<file path="config.mk">
export PLATFORM = sky130hd
export DESIGN_NAME = mwe_core
export DESIGN_NICKNAME = d
export VERILOG_FILES = /design/src/inc/mwe_pkg.sv /design/src/rtl/mwe_core.sv /design/src/rtl/mwe_locate.sv
export VERILOG_INCLUDE_DIRS = /design/src /design/src/inc
export SDC_FILE = /design/constraint.sdc
export NUM_CORES = 1
export LEC_CHECK = 0
export BUFFER_PORTS_ARGS = -buffer_cell sky130_fd_sc_hd__buf_2
export CAP_MARGIN = 20
export CORE_MARGIN = 1.5
export CORE_UTILIZATION = 50
export CTS_CLUSTER_SIZE = 10
export DETAILED_ROUTE_END_ITERATION = 16
export HOLD_SLACK_MARGIN = 0.08
export PLACE_DENSITY = 0.89
export SYNTH_ARGS = -nofsm -noshare
export SYNTH_HDL_FRONTEND = slang
export SYNTH_SLANG_ARGS = --single-unit
</file>
<file path="constraint.sdc">
create_clock -name CLK -period 6 [get_ports CLK]
set_input_delay 0.3 -clock CLK [delete_from_list [all_inputs] [get_ports CLK]]
set_output_delay 0.3 -clock CLK [all_outputs]
set_load 0.1 [all_outputs]
</file>
<file path="src/inc/mwe_consts.svh">
// Constants of the memory word check-bit network: widths, fields, codes
`ifndef MWE_CONSTS_SVH
`define MWE_CONSTS_SVH

// Word layout: data in the low bits, check bits above it
`define MWE_DATA_W 16
`define MWE_CHK_W 6
`define MWE_WORD_W 22
`define MWE_SYN_W 5
`define MWE_DATA_LSB 0
`define MWE_CHK_LSB 16
`define MWE_PAR_BIT 21

// Syndrome patterns (syndrome bits 4..0) for data bits 0 to 15
`define MWE_PAT_D0 5'h03
`define MWE_PAT_D1 5'h05
`define MWE_PAT_D2 5'h07
`define MWE_PAT_D3 5'h09
`define MWE_PAT_D4 5'h0B
`define MWE_PAT_D5 5'h0C
`define MWE_PAT_D6 5'h0D
`define MWE_PAT_D7 5'h0E
`define MWE_PAT_D8 5'h11
`define MWE_PAT_D9 5'h12
`define MWE_PAT_D10 5'h13
`define MWE_PAT_D11 5'h14
`define MWE_PAT_D12 5'h16
`define MWE_PAT_D13 5'h18
`define MWE_PAT_D14 5'h1A
`define MWE_PAT_D15 5'h1C

// Syndrome patterns for check bits 0 to 4; check bit 5 is the parity bit
`define MWE_PAT_C0 5'h01
`define MWE_PAT_C1 5'h02
`define MWE_PAT_C2 5'h04
`define MWE_PAT_C3 5'h08
`define MWE_PAT_C4 5'h10
`define MWE_PAT_NONE 5'h00

// Reset values
`define MWE_RST_WORD 22'h000000
`define MWE_RST_DATA 16'h0000
`define MWE_RST_SYN 6'h00
`define MWE_RST_CODE 6'h00
`define MWE_RST_CNT 8'h00
`define MWE_CNT_MAX 8'hFF

`endif

</file>
<file path="src/inc/mwe_pkg.sv">
// Types and shared parity functions of the memory word check-bit network
`include "mwe_consts.svh"

package mwe_pkg;

  // Read classification
  typedef enum logic [1:0] {
    MWE_GOOD = 2'b00,
    MWE_ONE = 2'b01,
    MWE_MANY = 2'b10
  } mwe_class_t;

  // Syndrome pattern of stored bit idx (0-15 data, 16-20 check 0-4)
  function automatic logic [4:0] mwe_pat(input int unsigned idx);
    case (idx)
      0: return `MWE_PAT_D0;
      1: return `MWE_PAT_D1;
      2: return `MWE_PAT_D2;
      3: return `MWE_PAT_D3;
      4: return `MWE_PAT_D4;
      5: return `MWE_PAT_D5;
      6: return `MWE_PAT_D6;
      7: return `MWE_PAT_D7;
      8: return `MWE_PAT_D8;
      9: return `MWE_PAT_D9;
      10: return `MWE_PAT_D10;
      11: return `MWE_PAT_D11;
      12: return `MWE_PAT_D12;
      13: return `MWE_PAT_D13;
      14: return `MWE_PAT_D14;
      15: return `MWE_PAT_D15;
      16: return `MWE_PAT_C0;
      17: return `MWE_PAT_C1;
      18: return `MWE_PAT_C2;
      19: return `MWE_PAT_C3;
      20: return `MWE_PAT_C4;
      default: return `MWE_PAT_NONE;
    endcase
  endfunction

  // Parity groups 0 to 4 over data, folded with the given check bits
  function automatic logic [4:0] mwe_groups(input logic [15:0] data,
                                            input logic [4:0] chk);
    logic [4:0] s;
    logic [4:0] p;
    s = chk;
    for (int unsigned i = 0; i < `MWE_DATA_W; i++) begin
      p = mwe_pat(i);
      for (int unsigned j = 0; j < `MWE_SYN_W; j++) begin
        if (p[j]) begin
          s[j] = s[j] ^ data[i];
        end
      end
    end
    return s;
  endfunction

endpackage

</file>
<file path="src/rtl/mwe_core.sv">
// Check-bit generator and read checker/corrector for one memory module
//
// Contract
// - This module holds its own correction network for every access here.
// - Each write derives six check bits from the incoming data word.
// - Check bits sit above the 16 data bits in a 22-bit word.
// - Each read recomputes parity groups folded with stored check bits.
// - Overall parity is the XOR of all six syndrome bits.
// - Syndrome bit five only builds the overall parity, never locates.
// - Overall parity zero means even flips, one means odd flips.
// - Syndrome bits zero to four all zero with overall parity zero classifies the word good.
// - Every stored bit except the parity bit owns a distinct nonzero syndrome pattern.
// - Data bit two feeds syndrome bits zero, one and two.
// - Data bit one feeds syndrome bits zero and two only.
// - Codes 1,2,4,10,20 octal are check bits; listed codes are data bits.
// - Resulting error code is kept in a readable error status register.
// - A single-bit error inverts the located bit before data leaves.
// - Unassigned syndrome codes are fatal multiple errors, never corrected.
// - Overall parity and syndrome sort reads into good, single, multiple.
`timescale 1ns/1ps
`include "mwe_consts.svh"

module mwe_core
  import mwe_pkg::*;
(
  input wire logic CLK,
  input wire logic RST_N,
  input wire logic WR_REQ,
  input wire logic [15:0] WR_DATA,
  output logic STORE_WE,
  output logic [21:0] STORE_WORD,
  input wire logic RD_REQ,
  input wire logic [21:0] RD_WORD,
  output logic RD_VALID,
  output logic [15:0] RD_DATA,
  output logic [5:0] SYNDROME_BITS,
  output logic OVERALL_PARITY,
  output logic ONE_BIT_ERROR_CLASS,
  output logic MANY_BIT_ERROR_CLASS,
  output logic CHECK_BIT_FAULT_CODE,
  output logic DATA_BIT_FAULT_CODE,
  input wire logic STATUS_CLR,
  output logic [5:0] PARITY_ERROR_STATUS,
  output logic STATUS_VALID,
  output logic STATUS_FATAL,
  output logic [7:0] SINGLE_COUNT
);
  import mwe_pkg::*;

  // Whole module state in one record
  typedef struct packed {
    logic store_we;
    logic [21:0] store_word;
    logic rd_valid;
    logic [15:0] rd_data;
    logic [5:0] syndrome;
    logic overall_parity;
    mwe_class_t cls;
    logic chk_fault;
    logic data_fault;
    logic [5:0] status;
    logic status_valid;
    logic status_fatal;
    logic [7:0] single_count;
  } mwe_state_t;

  localparam mwe_state_t MWE_RESET = '{
    store_we: 1'b0,
    store_word: `MWE_RST_WORD,
    rd_valid: 1'b0,
    rd_data: `MWE_RST_DATA,
    syndrome: `MWE_RST_SYN,
    overall_parity: 1'b0,
    cls: MWE_GOOD,
    chk_fault: 1'b0,
    data_fault: 1'b0,
    status: `MWE_RST_CODE,
    status_valid: 1'b0,
    status_fatal: 1'b0,
    single_count: `MWE_RST_CNT
  };

  mwe_state_t st;
  mwe_state_t next_st;

  // Write side terms
  logic [4:0] wr_chk;
  logic wr_par;
  logic [21:0] wr_word;

  // Read side terms
  logic [15:0] rd_d;
  logic [5:0] rd_c;
  logic [4:0] syn;
  logic overall_parity;
  logic syn_top;
  logic [21:0] flip_mask;
  logic assigned;
  logic check_hit;
  logic data_hit;
  mwe_class_t rd_cls;
  logic [15:0] fixed_data;
  logic [5:0] err_code;

  // Check bits 0-4 are group parities of the data alone; bit 5 then
  // makes the whole word even so that a clean word reads odd-free
  assign wr_chk = mwe_groups(WR_DATA, 5'h00);
  assign wr_par = ^{wr_chk, WR_DATA};
  assign wr_word = {wr_par, wr_chk, WR_DATA};

  // Split the returned word into its data and check fields
  assign rd_d = RD_WORD[`MWE_CHK_LSB-1:`MWE_DATA_LSB];
  assign rd_c = RD_WORD[`MWE_WORD_W-1:`MWE_CHK_LSB];

  // Recompute groups and fold in stored check bits 0-4
  assign syn = mwe_groups(rd_d, rd_c[4:0]);

  // Total parity of all 22 bits; syndrome bit 5 is derived from it so
  // that the XOR of all six syndrome bits equals that total
  assign overall_parity = ^RD_WORD;
  assign syn_top = overall_parity ^ (^syn);

  // Locate the faulty position from syndrome bits 0-4 and overall parity, not syndrome bit 5
  mwe_locate u_locate (
    .syndrome(syn),
    .overall_parity(overall_parity),
    .flip_mask(flip_mask),
    .assigned(assigned),
    .check_hit(check_hit),
    .data_hit(data_hit)
  );

  // Sort the read: even parity with a clean syndrome is good, odd
  // parity with a known pattern is one flip, anything else is fatal
  always_comb begin
    if (!overall_parity && syn == 5'h00) begin
      rd_cls = MWE_GOOD;
    end else if (overall_parity && assigned) begin
      rd_cls = MWE_ONE;
    end else begin
      rd_cls = MWE_MANY;
    end
  end

  // Invert only on a correctable error; fatal words pass unaltered so
  // that a guessed fix never hides a double flip
  assign fixed_data = (rd_cls == MWE_ONE) ?
                      (rd_d ^ flip_mask[15:0]) : rd_d;

  // Reported code: overall parity on top, then syndrome bits 4..0
  assign err_code = {overall_parity, syn};

  // Next state
  always_comb begin
    next_st = st;

    // Write path: one registered word per request
    next_st.store_we = WR_REQ;
    if (WR_REQ) begin
      next_st.store_word = wr_word;
    end

    // Read path: data and all flags are captured in the same edge
    next_st.rd_valid = RD_REQ;
    if (RD_REQ) begin
      next_st.rd_data = fixed_data;
      next_st.syndrome = {syn_top, syn};
      next_st.overall_parity = overall_parity;
      next_st.cls = rd_cls;
      next_st.chk_fault = (rd_cls == MWE_ONE) && check_hit;
      next_st.data_fault = (rd_cls == MWE_ONE) && data_hit;
    end

    // Software clear of the status register
    if (STATUS_CLR) begin
      next_st.status_valid = 1'b0;
      next_st.status_fatal = 1'b0;
      next_st.status = `MWE_RST_CODE;
    end

    // A new error is applied after the clear, so it wins the cycle.
    // A held fatal code is not displaced by a later single error.
    if (RD_REQ && rd_cls != MWE_GOOD) begin
      if (rd_cls == MWE_MANY) begin
        next_st.status = err_code;
        next_st.status_fatal = 1'b1;
        next_st.status_valid = 1'b1;
      end else if (!next_st.status_fatal) begin
        next_st.status = err_code;
        next_st.status_valid = 1'b1;
      end
    end

    // Corrected reads are counted, saturating at the top
    if (RD_REQ && rd_cls == MWE_ONE &&
        st.single_count != `MWE_CNT_MAX) begin
      next_st.single_count = st.single_count + 8'h01;
    end
  end

  // State register with synchronous reset
  always_ff @(posedge CLK) begin
    if (!RST_N) begin
      st <= MWE_RESET;
    end else begin
      st <= next_st;
    end
  end

  // Outputs straight from the state register
  assign STORE_WE = st.store_we;
  assign STORE_WORD = st.store_word;
  assign RD_VALID = st.rd_valid;
  assign RD_DATA = st.rd_data;
  assign SYNDROME_BITS = st.syndrome;
  assign OVERALL_PARITY = st.overall_parity;
  // Error class codes are one-hot and good is all zero, so each flag is a flop bit with no decode
  assign ONE_BIT_ERROR_CLASS = st.cls[0];
  assign MANY_BIT_ERROR_CLASS = st.cls[1];
  assign CHECK_BIT_FAULT_CODE = st.chk_fault;
  assign DATA_BIT_FAULT_CODE = st.data_fault;
  assign PARITY_ERROR_STATUS = st.status;
  assign STATUS_VALID = st.status_valid;
  assign STATUS_FATAL = st.status_fatal;
  assign SINGLE_COUNT = st.single_count;

endmodule

</file>
<file path="src/rtl/mwe_locate.sv">
// Syndrome decoder: turns syndrome bits 0-4 and parity into a flip mask
`timescale 1ns/1ps
`include "mwe_consts.svh"

module mwe_locate
  import mwe_pkg::*;
(
  input wire logic [4:0] syndrome,
  input wire logic overall_parity,
  output logic [21:0] flip_mask,
  output logic assigned,
  output logic check_hit,
  output logic data_hit
);

  // One compare per stored bit; syndrome bit 5 never locates
  always_comb begin
    flip_mask = 22'h000000;
    for (int unsigned i = 0; i < 21; i++) begin
      if (syndrome != 5'h00 && mwe_pat(i) == syndrome) begin
        flip_mask[i] = 1'b1;
      end
    end
    // Clean syndrome with odd parity can only be the parity bit itself
    if (syndrome == 5'h00 && overall_parity) begin
      flip_mask[`MWE_PAR_BIT] = 1'b1;
    end
  end

  // Codes with no bit behind them stay unassigned
  assign assigned = |flip_mask;
  assign check_hit = |flip_mask[21:16];
  assign data_hit = |flip_mask[15:0];

endmodule

</file>
---- Word level (Yosys, flattened, before mapping) ----
Cells that the tools add are included.
word-level totals
  register bits ........................... 67
  output and inout port bits .............. 67
  logic and storage cells ................. 184
operators by class
  add/subtract/negate cells ............... 1
  equal/unequal tests ..................... 24
  mux-type cells .......................... 30
  bitwise gates (word level) .............. 77
  reduce and logical (&&, ||, !) cells .... 39
operator list
  operator                                                                count
  1-bit XOR                                                               76
  5-bit equality test (first input constant)                              9
  4-bit by 5-bit equality test with 1-bit output (first input constant)   6
  1-bit logical AND                                                       29
  1-bit two-way mux                                                       23
  22-bit OR reduction                                                     1
  22-bit XOR reduction                                                    1
  21-bit XOR reduction                                                    1
  16-bit two-way mux                                                      1
  8-bit two-way mux                                                       2
  16-bit OR reduction                                                     1
  16-bit XOR                                                              1
  3-bit by 5-bit equality test with 1-bit output (first input constant)   3
  7-bit two-way mux                                                       2
  2-bit by 5-bit equality test with 1-bit output (first input constant)   2
  8-bit by 1-bit adder with 8-bit output (second input constant)          1
  8-bit != test (second input constant)                                   1
  6-bit OR reduction                                                      1
  1-bit by 5-bit equality test with 1-bit output (first input constant)   1
  5-bit zero test                                                         1
  5-bit nonzero test                                                      1
  5-bit XOR reduction                                                     1
  2-bit two-way mux                                                       2
  2-bit by 1-bit equality test with 1-bit output (second input constant)  1
  3 further kinds                                                         3

---- Logic depth before layout (Yosys ltp) ----
Gate-level depths: netlist (run 1).
  word-level depth ........................ 18
  gate-level depth with buffers ........... 10
  mapped depth without buffers ............ 8

---- By module ----
A second synthesis (run 1) with hierarchy kept.
second synthesis, totals
  cell total of the unflattened synthesis .. 438
  area, all modules ....................... 4,053.9 µm²
by module, submodules not included
  module      times used  cells each  area an instance (µm²)  seq. area each (µm²)
  mwe_core    1           374         3,711.1                 1,341.3
  mwe_locate  1           64          342.8                   0.0

---- Worst setup path after synthesis (run 1) ----
No wires, ideal clock.
  path type ............................... input -> register
  from .................................... input RD_WORD[4]
  to ...................................... register st (netlist bit RD_DATA[10])
  library setup time ...................... 75 ps
  data arrival time ....................... 2,555 ps
  setup slack ............................. 3,370 ps
  cell stages on the path ................. 9
  cells stage by stage .................... xor3_2 xnor2_2 xnor2_1 mux2i_1 mux2i_4 nand3_2 buf_6 or4_1 a31oi_1
between the ends
  word-level cells in the longest chain between the ends .. 16
  elaborated cells between the ends (all ways) .. 94
ends and longest elaborated chain
  what                                                                    RTL line                            source
  start, declared                                                         mwe_core.sv:33                      input wire logic [21:0] RD_WORD,
  1-bit XOR (7 in series)                                                 mwe_pkg.sv:51                       s[j] = s[j] ^ data[i];
  2-bit by 5-bit equality test with 1-bit output (tied with other cells)  mwe_locate.sv:20                    if (syndrome != 5'h00 && mwe_pat(i) == syndrome) begin
  1-bit logical AND (on tied branches)                                    mwe_locate.sv:20, mwe_locate.sv:25
  1-bit two-way mux (on tied branches)                                    mwe_locate.sv:20, mwe_locate.sv:25
  22-bit OR reduction                                                     mwe_locate.sv:31                    assign assigned = |flip_mask;
  1-bit logical AND                                                       mwe_core.sv:138                     end else if (overall_parity && assigned) begin
  2-bit two-way mux                                                       mwe_core.sv:138
  2-bit two-way mux                                                       mwe_core.sv:136                     if (!overall_parity && syn == 5'h00) begin
  2-bit by 1-bit equality test with 1-bit output                          mwe_core.sv:147                     assign fixed_data = (rd_cls == MWE_ONE) ?
  16-bit two-way mux (*)                                                  mwe_core.sv:147
  end signal, assigned                                                    mwe_core.sv:206                     st <= next_st;
  end, declared                                                           mwe_core.sv:83                      mwe_state_t st;
Every way passes the cells marked *; elsewhere a longest branch is shown, timed or not.
A chain may end at the register's enable or synchronous reset.

---- Worst setup path in the final report (run 1) ----
  from .................................... input RD_WORD[2]
  to ...................................... register st (netlist bit SINGLE_COUNT[7])
between the ends
  word-level cells in the longest chain between the ends .. 17
  elaborated cells between the ends (all ways) .. 97
ends and longest elaborated chain
  what                                                                    RTL line                            source
  1-bit XOR (7 in series)                                                 mwe_pkg.sv:51
  2-bit by 5-bit equality test with 1-bit output (tied with other cells)  mwe_locate.sv:20
  1-bit logical AND (on tied branches)                                    mwe_locate.sv:20, mwe_locate.sv:25
  1-bit two-way mux (on tied branches)                                    mwe_locate.sv:20, mwe_locate.sv:25
  22-bit OR reduction                                                     mwe_locate.sv:31
  1-bit logical AND                                                       mwe_core.sv:138
  2-bit two-way mux                                                       mwe_core.sv:138
  2-bit two-way mux (*)                                                   mwe_core.sv:136
  2-bit by 1-bit equality test with 1-bit output (*)                      mwe_core.sv:195                     if (RD_REQ && rd_cls == MWE_ONE &&
  1-bit logical AND (*)                                                   mwe_core.sv:195
  1-bit logical AND (no line) (*)                                         --
Marks and branches as above.

==> flow_summary.rst, run 1 <==
.. list-table::
   :header-rows: 1

   * - Metric
     - Value
   * - Result of the run
     - completed
   * - Die boundary width
     - 89.9 um
   * - Required time at the endpoint of the critical path
     - 6.27 ns
   * - Largest net degree at the start of global routing
     - 56
   * - Cell internal power dissipation
     - 1.04 mW
   * - Most area-consuming cells after synthesis
     - dfxtp_1 36%, xnor2_1 11%, mux2i_1 7.2%, xor2_1 4.9%, nor2_1 4.7%
   * - Number of synthesized flops with an enable pin
     - 0
   * - Average cell area after synthesis
     - 9.37 um^2
   * - Clock network fraction of total power
     - 0.201
   * - Worst path arrival time
     - 3.72 ns
   * - Post CTS Setup Buffer Count
     - 0
   * - Worst-case setup margin in the final layout
     - 2.55 ns
   * - Grt met1 use
     - 0.293
   * - Cts repair resizes
     - 0
   * - Adder-cell share of the synthesized area
     - 0.00596
   * - Number of global-route vias before repair
     - 3148
   * - Iteration-0 DRC Markers
     - 128
   * - Total cell area at the placement stage
     - 4360 um^2
   * - Clock insertion delay at the later pin of the skew report
     - 0.34 ns
   * - Clock slew at the register clock pins of the worst setup and hold paths
     - 0.08 ns
   * - Count of hold-fix buffers inserted at cts
     - 0
   * - Total area of multi-input combinational cells
     - 2330 um^2
   * - Yosys reg bits
     - 67
   * - Cell Area, Synth
     - 3780 um^2
   * - Worst hold slack across all endpoints
     - 0.223 ns
   * - Routing usage on met3
     - 0.0499
   * - Transition time at the pin with the least slew margin
     - 1.01 ns
   * - Number of buffers added on ports
     - 109
   * - Final TNS setup
     - 0 ns
   * - Final number of setup-violating endpoints
     - 0
   * - Worst slew margin relative to its limit
     - 0.323
   * - First-pass GRT wire length
     - 15100 um
   * - Final core utilization
     - 0.628
   * - Final hold violation count
     - 0
   * - Post-placement worst setup slack
     - 2.28 ns
   * - Ys async rst share
     - 0
   * - Met2 demand-to-capacity share in global routing
     - 0.370
   * - GP Congestion
     - 0.921
   * - Pwr/cell area
     - 458 nW/um^2
   * - NumNets Final
     - 547
   * - Overflow left after global routing
     - 0
   * - Share of the synthesized area in compound gates (AO/OA/AOI/OAI)
     - 0.137
   * - H-Tree Level Count
     - 3
   * - Initial core utilization
     - 0.518
   * - Vias after detailed routing
     - 3297
   * - Simple-gate share of the synthesized area
     - 0.157
   * - Net Sw Power
     - 1.06 mW
   * - CTS Sinks
     - 67
   * - Primary flip-flop cell chosen by synthesis mapping
     - dfxtp_1
   * - Top-count cell post-synth
     - dfxtp_1
   * - CTS tree
     - yes
   * - Max Freq
     - 289 MHz
   * - Post-layout minimum cycle time
     - 3.45 ns
   * - Sequential share of the synthesized area
     - 0.355
   * - Fraction of post-synthesis cell area in the top cell type by area
     - 0.355
   * - Total placed cells including tap cells
     - 591
   * - Post-layout instance area
     - 4580 um^2
   * - FILL cells
     - 650
   * - Total area of sequential cells
     - 1340 um^2
   * - Area enclosed by the die boundary
     - 8080 um^2
   * - Post-synthesis net count
     - 447
   * - Dpl hpwl
     - 6730 um
   * - Startpoint kind of the worst setup timing path
     - primary input
   * - Cell type contributing the most total cell area after synthesis
     - dfxtp_1
   * - Commonest cells in the synthesized netlist
     - 67 x dfxtp_1, 47 x nor2_1, 46 x xnor2_1
   * - Total number of placement rows
     - 31
   * - Switching power as a share of total power
     - 0.504
   * - Cell variety after synth
     - 55
   * - DRC violation count after routing
     - 0
   * - Average wire per standard cell
     - 15.0 um
   * - Diodes inserted
     - 0
   * - Number of nets with antenna violations after routing
     - 0
   * - Core box area
     - 7290 um^2
   * - Proportion of power drawn by combinational gates
     - 0.543
   * - Number of detailed-route iterations in the first pass
     - 4
   * - Max Transition Viols Final
     - 0
   * - Combinational family with the most area after synthesis
     - XOR/XNOR gates
   * - Kind of critical path
     - primary input to flip-flop
   * - Post-detailed-routing wire length
     - 9130 um
   * - GRT busiest layer
     - met2
   * - Maximum clock skew at final layout
     - 0.00715 ns
   * - I/O pin cnt
     - 110
   * - Fraction of layout instances using a drive strength above 1
     - 0.285
   * - Reported leakage power
     - 1.99 nW
   * - Setup repair after global routing missed its margin
     - false
   * - Clock buffers created by TritonCTS
     - 9
   * - CTS Buffer Depth
     - 2
   * - Area growth syn-to-layout
     - 21.3%
   * - Syn. warnings
     - 0
   * - Fraction of power consumed by sequential logic
     - 0.256
   * - Gate count after technology mapping
     - 403
   * - Max-capacitance violation count
     - 0
   * - Number of antenna violations at the first check in global routing
     - 0
   * - Fin cells
     - 607
   * - PnR Total Power
     - 2.10 mW
   * - Clock tree root buffer cell
     - clkbuf_8
   * - Hold Crit Class
     - primary input to flip-flop
   * - Mux share of post-synthesis cell area
     - 0.0775
   * - Die Height
     - 89.9 um
   * - Endpoint type of the worst setup path
     - flip-flop
   * - Peak VDD IR
     - 0.227 mV
   * - Overall Global Routing Usage
     - 0.229
   * - Fraction of synthesized cell area in xor and xnor cells
     - 0.240
   * - Portion of the clock cycle consumed by the worst path in the final layout
     - 0.576
   * - DR vias/cell
     - 5.43
   * - Max FO, Critical Path
     - 12
==> placed cells by master (no fill, tap or decap), types with 7 or more instances in the layout <==
master    netlist  layout
a211oi_1       14      14
clkbuf_8        0       9
nand2b_1        9       9
dfxtp_1        67      67
xnor2_2         7       7
a31oi_1         7       7
nand3_1        15      15
buf_2           3     109
xor2_1         21      21
o21ai_0        16      16
nor2_1         47      47
nand2_1        21      21
mux2i_1        27      27
xnor2_1        46      46
a21oi_1        14      14
==> path summary, 6_finish.rpt <==
path                                     startpoint                                end  slack, ns  cells after the start
setup reg to reg       SINGLE_COUNT[0]$_SDFFE_PN0P_       SINGLE_COUNT[7]$_SDFFE_PN0P_       4.39                      5
hold reg to reg   PARITY_ERROR_STATUS[2]$_SDFF_PN0_  PARITY_ERROR_STATUS[2]$_SDFF_PN0_       0.47                      1
setup / recovery                         RD_WORD[2]       SINGLE_COUNT[7]$_SDFFE_PN0P_       2.55                      9
hold / removal                          WR_DATA[13]        STORE_WORD[13]$_SDFFE_PN0P_       0.22                      3
==> flip-flops by register name (all words and copies together) (netlist names) <==
signal / count
STORE_WE: 1
RD_VALID: 1
OVERALL_PARITY: 1
SYNDROME_BITS: 6
CHECK_BIT_FAULT_CODE: 1
RD_DATA: 16
PARITY_ERROR_STATUS: 6
MANY_BIT_ERROR_CLASS: 1
ONE_BIT_ERROR_CLASS: 1
STATUS_VALID: 1
STORE_WORD: 22
STATUS_FATAL: 1
DATA_BIT_FAULT_CODE: 1
SINGLE_COUNT: 8
==> power groups by stage <==
stage | Clock, mW | Combinational [mW] | Sequential [mW]
after floorplan | 0 | 0.540 | 0.953
after global placement | 0 | 1.11 | 0.544
after detailed placement | 0 | 1.13 | 0.546
after CTS | 0.430 | 1.13 | 0.537
after global routing | 0.445 | 1.20 | 0.544
final | 0.422 | 1.14 | 0.537
==> critical path, stage by stage <==
cell and delay, ns:
buf_2 0.13, xnor2_2 0.20, xnor3_1 0.47, xnor2_1 0.83, xnor2_2 0.24, a31oi_1 0.23
o2111ai_1 0.46, or4_1 0.68, a21oi_1 0.17
==> cell families (layout without fill, tap and decap cells) <==
| kind of cell | after synthesis | after routing |
|---|---|---|
| compound gates | 77 | 77 |
| xor+xnor | 83 | 83 |
| fa+ha+maj | 2 | 2 |
| buf+inv | 24 | 129 |
| flops | 67 | 67 |
| mux | 28 | 28 |
| simple gates | 122 | 122 |
==> layout make-up <==
| class | instances | area share |
|---|---|---|
| clock buffers | 9 | 0.0270 |
| clock inverters | 7 | 0.0216 |
| inverters | 3 | 0.00246 |
| multi-input cells | 312 | 0.508 |
| flip-flops and latches | 67 | 0.293 |
| well taps | 99 | 0.0270 |
| repair buffers | 110 | 0.121 |
==> routing by layer <==
metal,vias to the layer above,part of all wire
li1,1617,-
met1,1544,0.45
met2,115,0.47
met3,21,0.057
met4,0,0.024
met5,-,0
Note: power is estimated with default switching activity, not from simulation.
==> inputs of run 2 (changes only) <==
clock period = 3.45 ns   (was 6 ns; I/O delays follow)
==> run 2 against run 1 <==
Effect of this change: die area unchanged; worst hold slack worse by 0.14 ns; clock-buffer cell count unchanged; via count is 0.49% higher; clock skew is 0.00083 ns higher; register-to-register slack worse by 2.5 ns; sequential power grew 74%; critical path type unchanged; worst setup slack worse by 1.8 ns; sequential share of layout area up 0.064 points; utilization fell by 0.14 points.
==> flow_summary.rst, run 2 (same netlist as run 1, synthesis figures left out) <==
.. list-table::
   :header-rows: 1

   * - Metric
     - Value
   * - Final TNS setup
     - 0 ns
   * - Number of buffers added on ports
     - 109
   * - Core box area
     - 7290 um^2
   * - Die Height
     - 89.9 um
   * - Portion of the clock cycle consumed by the worst path in the final layout
     - 0.788
   * - Area enclosed by the die boundary
     - 8080 um^2
   * - FILL cells
     - 661
   * - Number of antenna violations at the first check in global routing
     - 0
   * - Setup repair after global routing missed its margin
     - false
   * - Initial core utilization
     - 0.518
   * - Worst-case register-to-register setup slack
     - 1.85 ns
   * - Endpoint type of the worst setup path
     - flip-flop
   * - Max-capacitance violation count
     - 0
   * - Clock buffers created by TritonCTS
     - 9
   * - Count of hold-fix buffers inserted at cts
     - 0
   * - DRC violation count after routing
     - 0
   * - Number of detailed-route iterations in the first pass
     - 4
   * - CTS tree
     - yes
   * - Clock insertion delay at the later pin of the skew report
     - 0.35 ns
   * - Fraction of layout instances using a drive strength above 1
     - 0.292
   * - Clock tree root buffer cell
     - clkbuf_8
   * - NumNets Final
     - 552
   * - Iteration-0 DRC Markers
     - 160
   * - Diodes inserted
     - 0
   * - Post-detailed-routing wire length
     - 9230 um
   * - Final core utilization
     - 0.627
   * - Final hold violation count
     - 0
   * - Post-layout minimum cycle time
     - 2.72 ns
   * - CTS Sinks
     - 67
   * - Worst slew margin relative to its limit
     - 0.414
   * - Number of global-route vias before repair
     - 3032
   * - Total number of placement rows
     - 31
   * - Flip-flop count of the largest register, all copies and words added
     - 22
   * - Hold Crit Class
     - primary input to flip-flop
   * - Vias after detailed routing
     - 3313
   * - Commonest non-fill, non-tap cell in the layout
     - buf_2
   * - Clock slew at the register clock pins of the worst setup and hold paths
     - 0.08 ns
   * - PnR Total Power
     - 3.54 mW
   * - Area growth syn-to-layout
     - 21.1%
   * - First-pass GRT wire length
     - 15000 um
   * - Worst path arrival time
     - 2.99 ns
   * - Dpl hpwl
     - 6910 um
   * - Kind of critical path
     - primary input to flip-flop
   * - Overall Global Routing Usage
     - 0.231
   * - I/O pin cnt
     - 110
   * - Max Freq
     - 368 MHz
   * - Number of nets with antenna violations after routing
     - 0
   * - GP Congestion
     - 0.921
   * - Transition time at the pin with the least slew margin
     - 0.879 ns
   * - Reported leakage power
     - 1.99 nW
   * - Pwr/cell area
     - 775 nW/um^2
   * - Final number of setup-violating endpoints
     - 0
   * - Overflow left after global routing
     - 0
   * - Required time at the endpoint of the critical path
     - 3.73 ns
   * - Max Transition Viols Final
     - 0
   * - Startpoint kind of the worst setup timing path
     - primary input
   * - Post CTS Setup Buffer Count
     - 0
   * - Average wire per standard cell
     - 15.1 um
   * - Most frequent cells in the layout
     - 109 x buf_2, 67 x dfxtp_1, 47 x nor2_1
   * - Maximum clock skew at final layout
     - 0.00798 ns
   * - DR vias/cell
     - 5.41
   * - Max FO, Critical Path
     - 12
   * - Peak VDD IR
     - 0.394 mV
   * - Largest net degree at the start of global routing
     - 56
   * - Result of the run
     - completed
   * - Die boundary width
     - 89.9 um
   * - Cts repair resizes
     - 0
   * - H-Tree Level Count
     - 3
   * - CTS Buffer Depth
     - 2
==> run 2: cell count changes in the layout (fill, tap and decap cells not counted) <==
cell,change
clkinvlp_4,+1
clkinv_2,+1
buf_4,+5
bufinv_16,-2
==> run 2: cell type report <==
cell class | instances | area, um^2 | share of cell area
inverters | 3 | 11.3 | 0.00246
clock inverters | 7 | 51.3 | 0.0112
repair buffers | 115 | 591 | 0.129
flip-flops and latches | 67 | 1340 | 0.293
multi-input cells | 312 | 2330 | 0.510
clock buffers | 9 | 124 | 0.0271
well taps | 99 | 124 | 0.0271
==> run 2: path summary, 6_finish.rpt <==
kind,from,cells past startpoint,end
min reg2reg,PARITY_ERROR_STATUS[2]$_SDFF_PN0_,1,PARITY_ERROR_STATUS[2]$_SDFF_PN0_
min,WR_DATA[5],3,STORE_WORD[5]$_SDFFE_PN0P_
max reg2reg,SINGLE_COUNT[3]$_SDFFE_PN0P_,5,SINGLE_COUNT[7]$_SDFFE_PN0P_
max,RD_WORD[4],8,SINGLE_COUNT[7]$_SDFFE_PN0P_
==> run 2: power breakdown <==
part / internal [mW] / switching (mW) / leakage [nW]
Sequential: 0.874 / 0.0600 / 0.553
Combinational: 0.551 / 1.46 / 1.36
Clock: 0.264 / 0.329 / 0.0860
Total: 1.69 / 1.85 / 1.99
==> run 2: metrics by stage <==
step	setup slack (ns)	cell area (um^2)	hold WS, ns	cells
after floorplan	0.948	3780	0.320	403
after global placement	0.395	4400	0.442	596
after detailed placement	0.385	4400	0.447	596
after CTS	0.742	4570	0.0833	612
after global routing	0.494	4570	0.0944	612
final	0.733	4570	0.0869	612
==> run 2: layer usage <==
metal / vias to the layer above / global-route usage / routed length (um)
li1: 1627 / - / -
met1: 1554 / 0.299 / 4140
met2: 116 / 0.378 / 4320
met3: 16 / 0.0372 / 564
met4: 0 / 0.107 / 205
met5: - / 0 / 0
==> run 2: worst max-delay path, stage by stage <==
cell and delay (ns):
buf_2 0.13, xor3_2 0.49, xnor2_2 0.27, xnor3_2 0.52
a31oi_1 0.18, o2111ai_1 0.42, or4_1 0.65, a21oi_1 0.15
==> inputs of run 3 (changes only) <==
CORE_UTILIZATION = 47   (was 50)
PLACE_DENSITY = 0.88   (was 0.89)
clock period = 2.4 ns   (was 3.45 ns; I/O delays follow)
==> run 3 against run 2 <==
Effect of this change: non-clock buffer count grew 64; sequential power is 45% higher; cell count grew 11%; worst setup slack got worse by 0.65 ns; combinational power up 71%; sequential share of layout area fell by 3.4 points; clock power up 67%; power rose by 64%; die area rose by 6.2%; flip-flop and latch count unchanged; critical path type unchanged; largest power group unchanged.
==> flow_summary.rst, run 3 (same netlist as run 1, synthesis figures left out) <==
.. list-table::
   :header-rows: 1

   * - Metric
     - Value
   * - Result of the run
     - completed
   * - Fraction of layout instances using a drive strength above 1
     - 0.354
   * - Peak VDD IR
     - 0.652 mV
   * - Initial core utilization
     - 0.486
   * - NumNets Final
     - 616
   * - Overall Global Routing Usage
     - 0.251
   * - Area enclosed by the die boundary
     - 8580 um^2
   * - GP Congestion
     - 0.906
   * - Worst-case setup margin in the final layout
     - 0.0803 ns
   * - Clock slew at the register clock pins of the worst setup and hold paths
     - 0.07 ns
   * - CTS Buffer Depth
     - 2
   * - Transition time at the pin with the least slew margin
     - 0.649 ns
   * - Total area of sequential cells
     - 1340 um^2
   * - Critical Path Start
     - RD_WORD[0]
   * - Worst R2R Start
     - SINGLE_COUNT[0]$_SDFFE_PN0P_
   * - Average wire per standard cell
     - 15.8 um
   * - Maximum clock skew at final layout
     - 0.0116 ns
   * - Total area of multi-input combinational cells
     - 2380 um^2
   * - Clock buffers created by TritonCTS
     - 9
   * - Number of antenna violations at the first check in global routing
     - 0
   * - Routing usage on met3
     - 0.0402
   * - Total cell area at the placement stage
     - 4770 um^2
   * - Fraction of power consumed by sequential logic
     - 0.232
   * - Worst path arrival time
     - 2.61 ns
   * - Most frequent cells in the layout
     - 109 x buf_2, 67 x dfxtp_1, 55 x buf_4
   * - Area growth syn-to-layout
     - 37.1%
   * - Max-capacitance violation count
     - 0
   * - Required time at the endpoint of the critical path
     - 2.69 ns
   * - Path depth of the worst reg2reg path
     - 5
   * - Die Height
     - 92.6 um
   * - Commonest non-fill, non-tap cell in the layout
     - buf_2
   * - CTS Sinks
     - 67
   * - Endpoint type of the worst setup path
     - flip-flop
   * - DRC violation count after routing
     - 0
   * - Startpoint kind of the worst setup timing path
     - primary input
   * - Clock network fraction of total power
     - 0.171
   * - Cell internal power dissipation
     - 2.95 mW
   * - CTS tree
     - yes
   * - Max FO, Critical Path
     - 6
   * - Iteration-0 DRC Markers
     - 168
   * - First-pass GRT wire length
     - 17100 um
   * - Max Freq
     - 431 MHz
   * - DR vias/cell
     - 5.33
   * - Pwr/cell area
     - 1120 nW/um^2
   * - Post-layout minimum cycle time
     - 2.32 ns
   * - Hold Crit Class
     - primary input to flip-flop
   * - Total number of placement rows
     - 32
   * - Post-placement worst setup slack
     - -0.245 ns
   * - Number of nets with antenna violations after routing
     - 0
   * - Vias after detailed routing
     - 3618
   * - Final number of setup-violating endpoints
     - 0
   * - Startpoint of the most critical hold path
     - WR_DATA[4]
   * - Clock tree root buffer cell
     - clkbuf_8
   * - Flip-flop count of the largest register, all copies and words added
     - 22
   * - Die boundary width
     - 92.6 um
   * - Number of buffers added on ports
     - 109
   * - Capture point of the worst reg-to-reg path
     - SINGLE_COUNT[3]$_SDFFE_PN0P_
   * - I/O pin cnt
     - 110
   * - Met2 demand-to-capacity share in global routing
     - 0.426
   * - Core box area
     - 7770 um^2
   * - Clock insertion delay at the later pin of the skew report
     - 0.36 ns
   * - Worst-case register-to-register setup slack
     - 0.76 ns
   * - H-Tree Level Count
     - 3
   * - Diodes inserted
     - 0
   * - Grt met1 use
     - 0.322
   * - Final hold violation count
     - 0
   * - Post-detailed-routing wire length
     - 10700 um
   * - Proportion of power drawn by combinational gates
     - 0.597
   * - Hold-critical path endpoint
     - STORE_WORD[4]$_SDFFE_PN0P_
   * - Portion of the clock cycle consumed by the worst path in the final layout
     - 0.967
   * - Cell depth of the worst min-delay path
     - 3
   * - Final TNS setup
     - 0 ns
   * - Worst slew margin relative to its limit
     - 0.567
   * - Reported leakage power
     - 2.31 nW
   * - Overflow left after global routing
     - 0
   * - Number of global-route vias before repair
     - 3584
   * - GRT busiest layer
     - met2
   * - Net Sw Power
     - 2.85 mW
   * - Post-layout instance area
     - 5180 um^2
   * - Switching power as a share of total power
     - 0.491
   * - Max Transition Viols Final
     - 0
   * - Dpl hpwl
     - 7640 um
   * - Largest net degree at the start of global routing
     - 30
   * - Number of detailed-route iterations in the first pass
     - 5
   * - Kind of critical path
     - primary input to flip-flop
   * - FILL cells
     - 611
-- run 3: cell types whose count changed in the layout (fill, tap and decap cells not counted), sizes merged --
cell,change
buf,+49
bufinv,+1
clkbuf,+1
clkinv,-1
dlygate4sd3,+15
inv,-1
-- run 3: timing repair --
action,in CTS,in global routing
buffers inserted,0,1
setup endpoints to repair,0,11
endpoints found under the hold margin,15,0
gates resized for setup,0,6
hold buffers,15,0
-- run 3: metrics by stage --
step | utilization | hold WS, ns | std cells | power (mW)
after floorplan | - | 0.267 | 403 | 3.74
after global placement | 0.614 | 0.389 | 647 | 4.62
after detailed placement | 0.614 | 0.403 | 647 | 4.69
after CTS | 0.661 | 0.0804 | 678 | 5.70
after global routing | 0.667 | 0.0970 | 679 | 6.05
final | 0.667 | 0.0825 | 679 | 5.80
-- run 3: area by class of cell --
| type | instances | area share |
|---|---|---|
| Sequential cell | 67 | 0.259 |
| Clock buffer | 10 | 0.0266 |
| Tap cell | 102 | 0.0246 |
| Multi-Input combinational cell | 312 | 0.459 |
| Clock inverter | 6 | 0.0143 |
| Timing Repair Buffer | 179 | 0.214 |
| Inverter | 3 | 0.00217 |
-- run 3: how the worst max path moves through the flow --
stage,endpoint
2_1_floorplan,RD_DATA[10]$_SDFFE_PN0P_
3_3_place_gp,RD_DATA[0]$_SDFFE_PN0P_
3_5_place_dp,RD_DATA[0]$_SDFFE_PN0P_
4_1_cts,RD_DATA[9]$_SDFFE_PN0P_
5_1_grt,SINGLE_COUNT[3]$_SDFFE_PN0P_
6_report,DATA_BIT_FAULT_CODE$_SDFFE_PN0P_
-- run 3: worst max-delay path: stages --
cell	delay, ns
buf_2	0.11
buf_4	0.15
xnor3_1	0.38
xnor2_1	0.17
xnor2_1	0.43
buf_4	0.26
nor2_1	0.08
maj3_1	0.37
a21oi_1	0.17
and4_1	0.25
o21a_1	0.13
-- run 3: metal layers --
| metal | vias to the layer above | wire length [um] |
|---|---|---|
| met5 | - | 0 |
| met4 | 0 | 210 |
| met3 | 22 | 555 |
| met2 | 134 | 5250 |
| met1 | 1712 | 4730 |
| li1 | 1750 | - |
-- run 3: power by group through the flow --
stage	Sequential [mW]	Combinational, mW	Clock, mW
6_report	1.35	3.46	0.990
5_1_grt	1.36	3.63	1.05
4_1_cts	1.35	3.36	0.998
3_5_place_dp	1.37	3.32	0
3_3_place_gp	1.36	3.26	0
2_1_floorplan	2.38	1.36	0
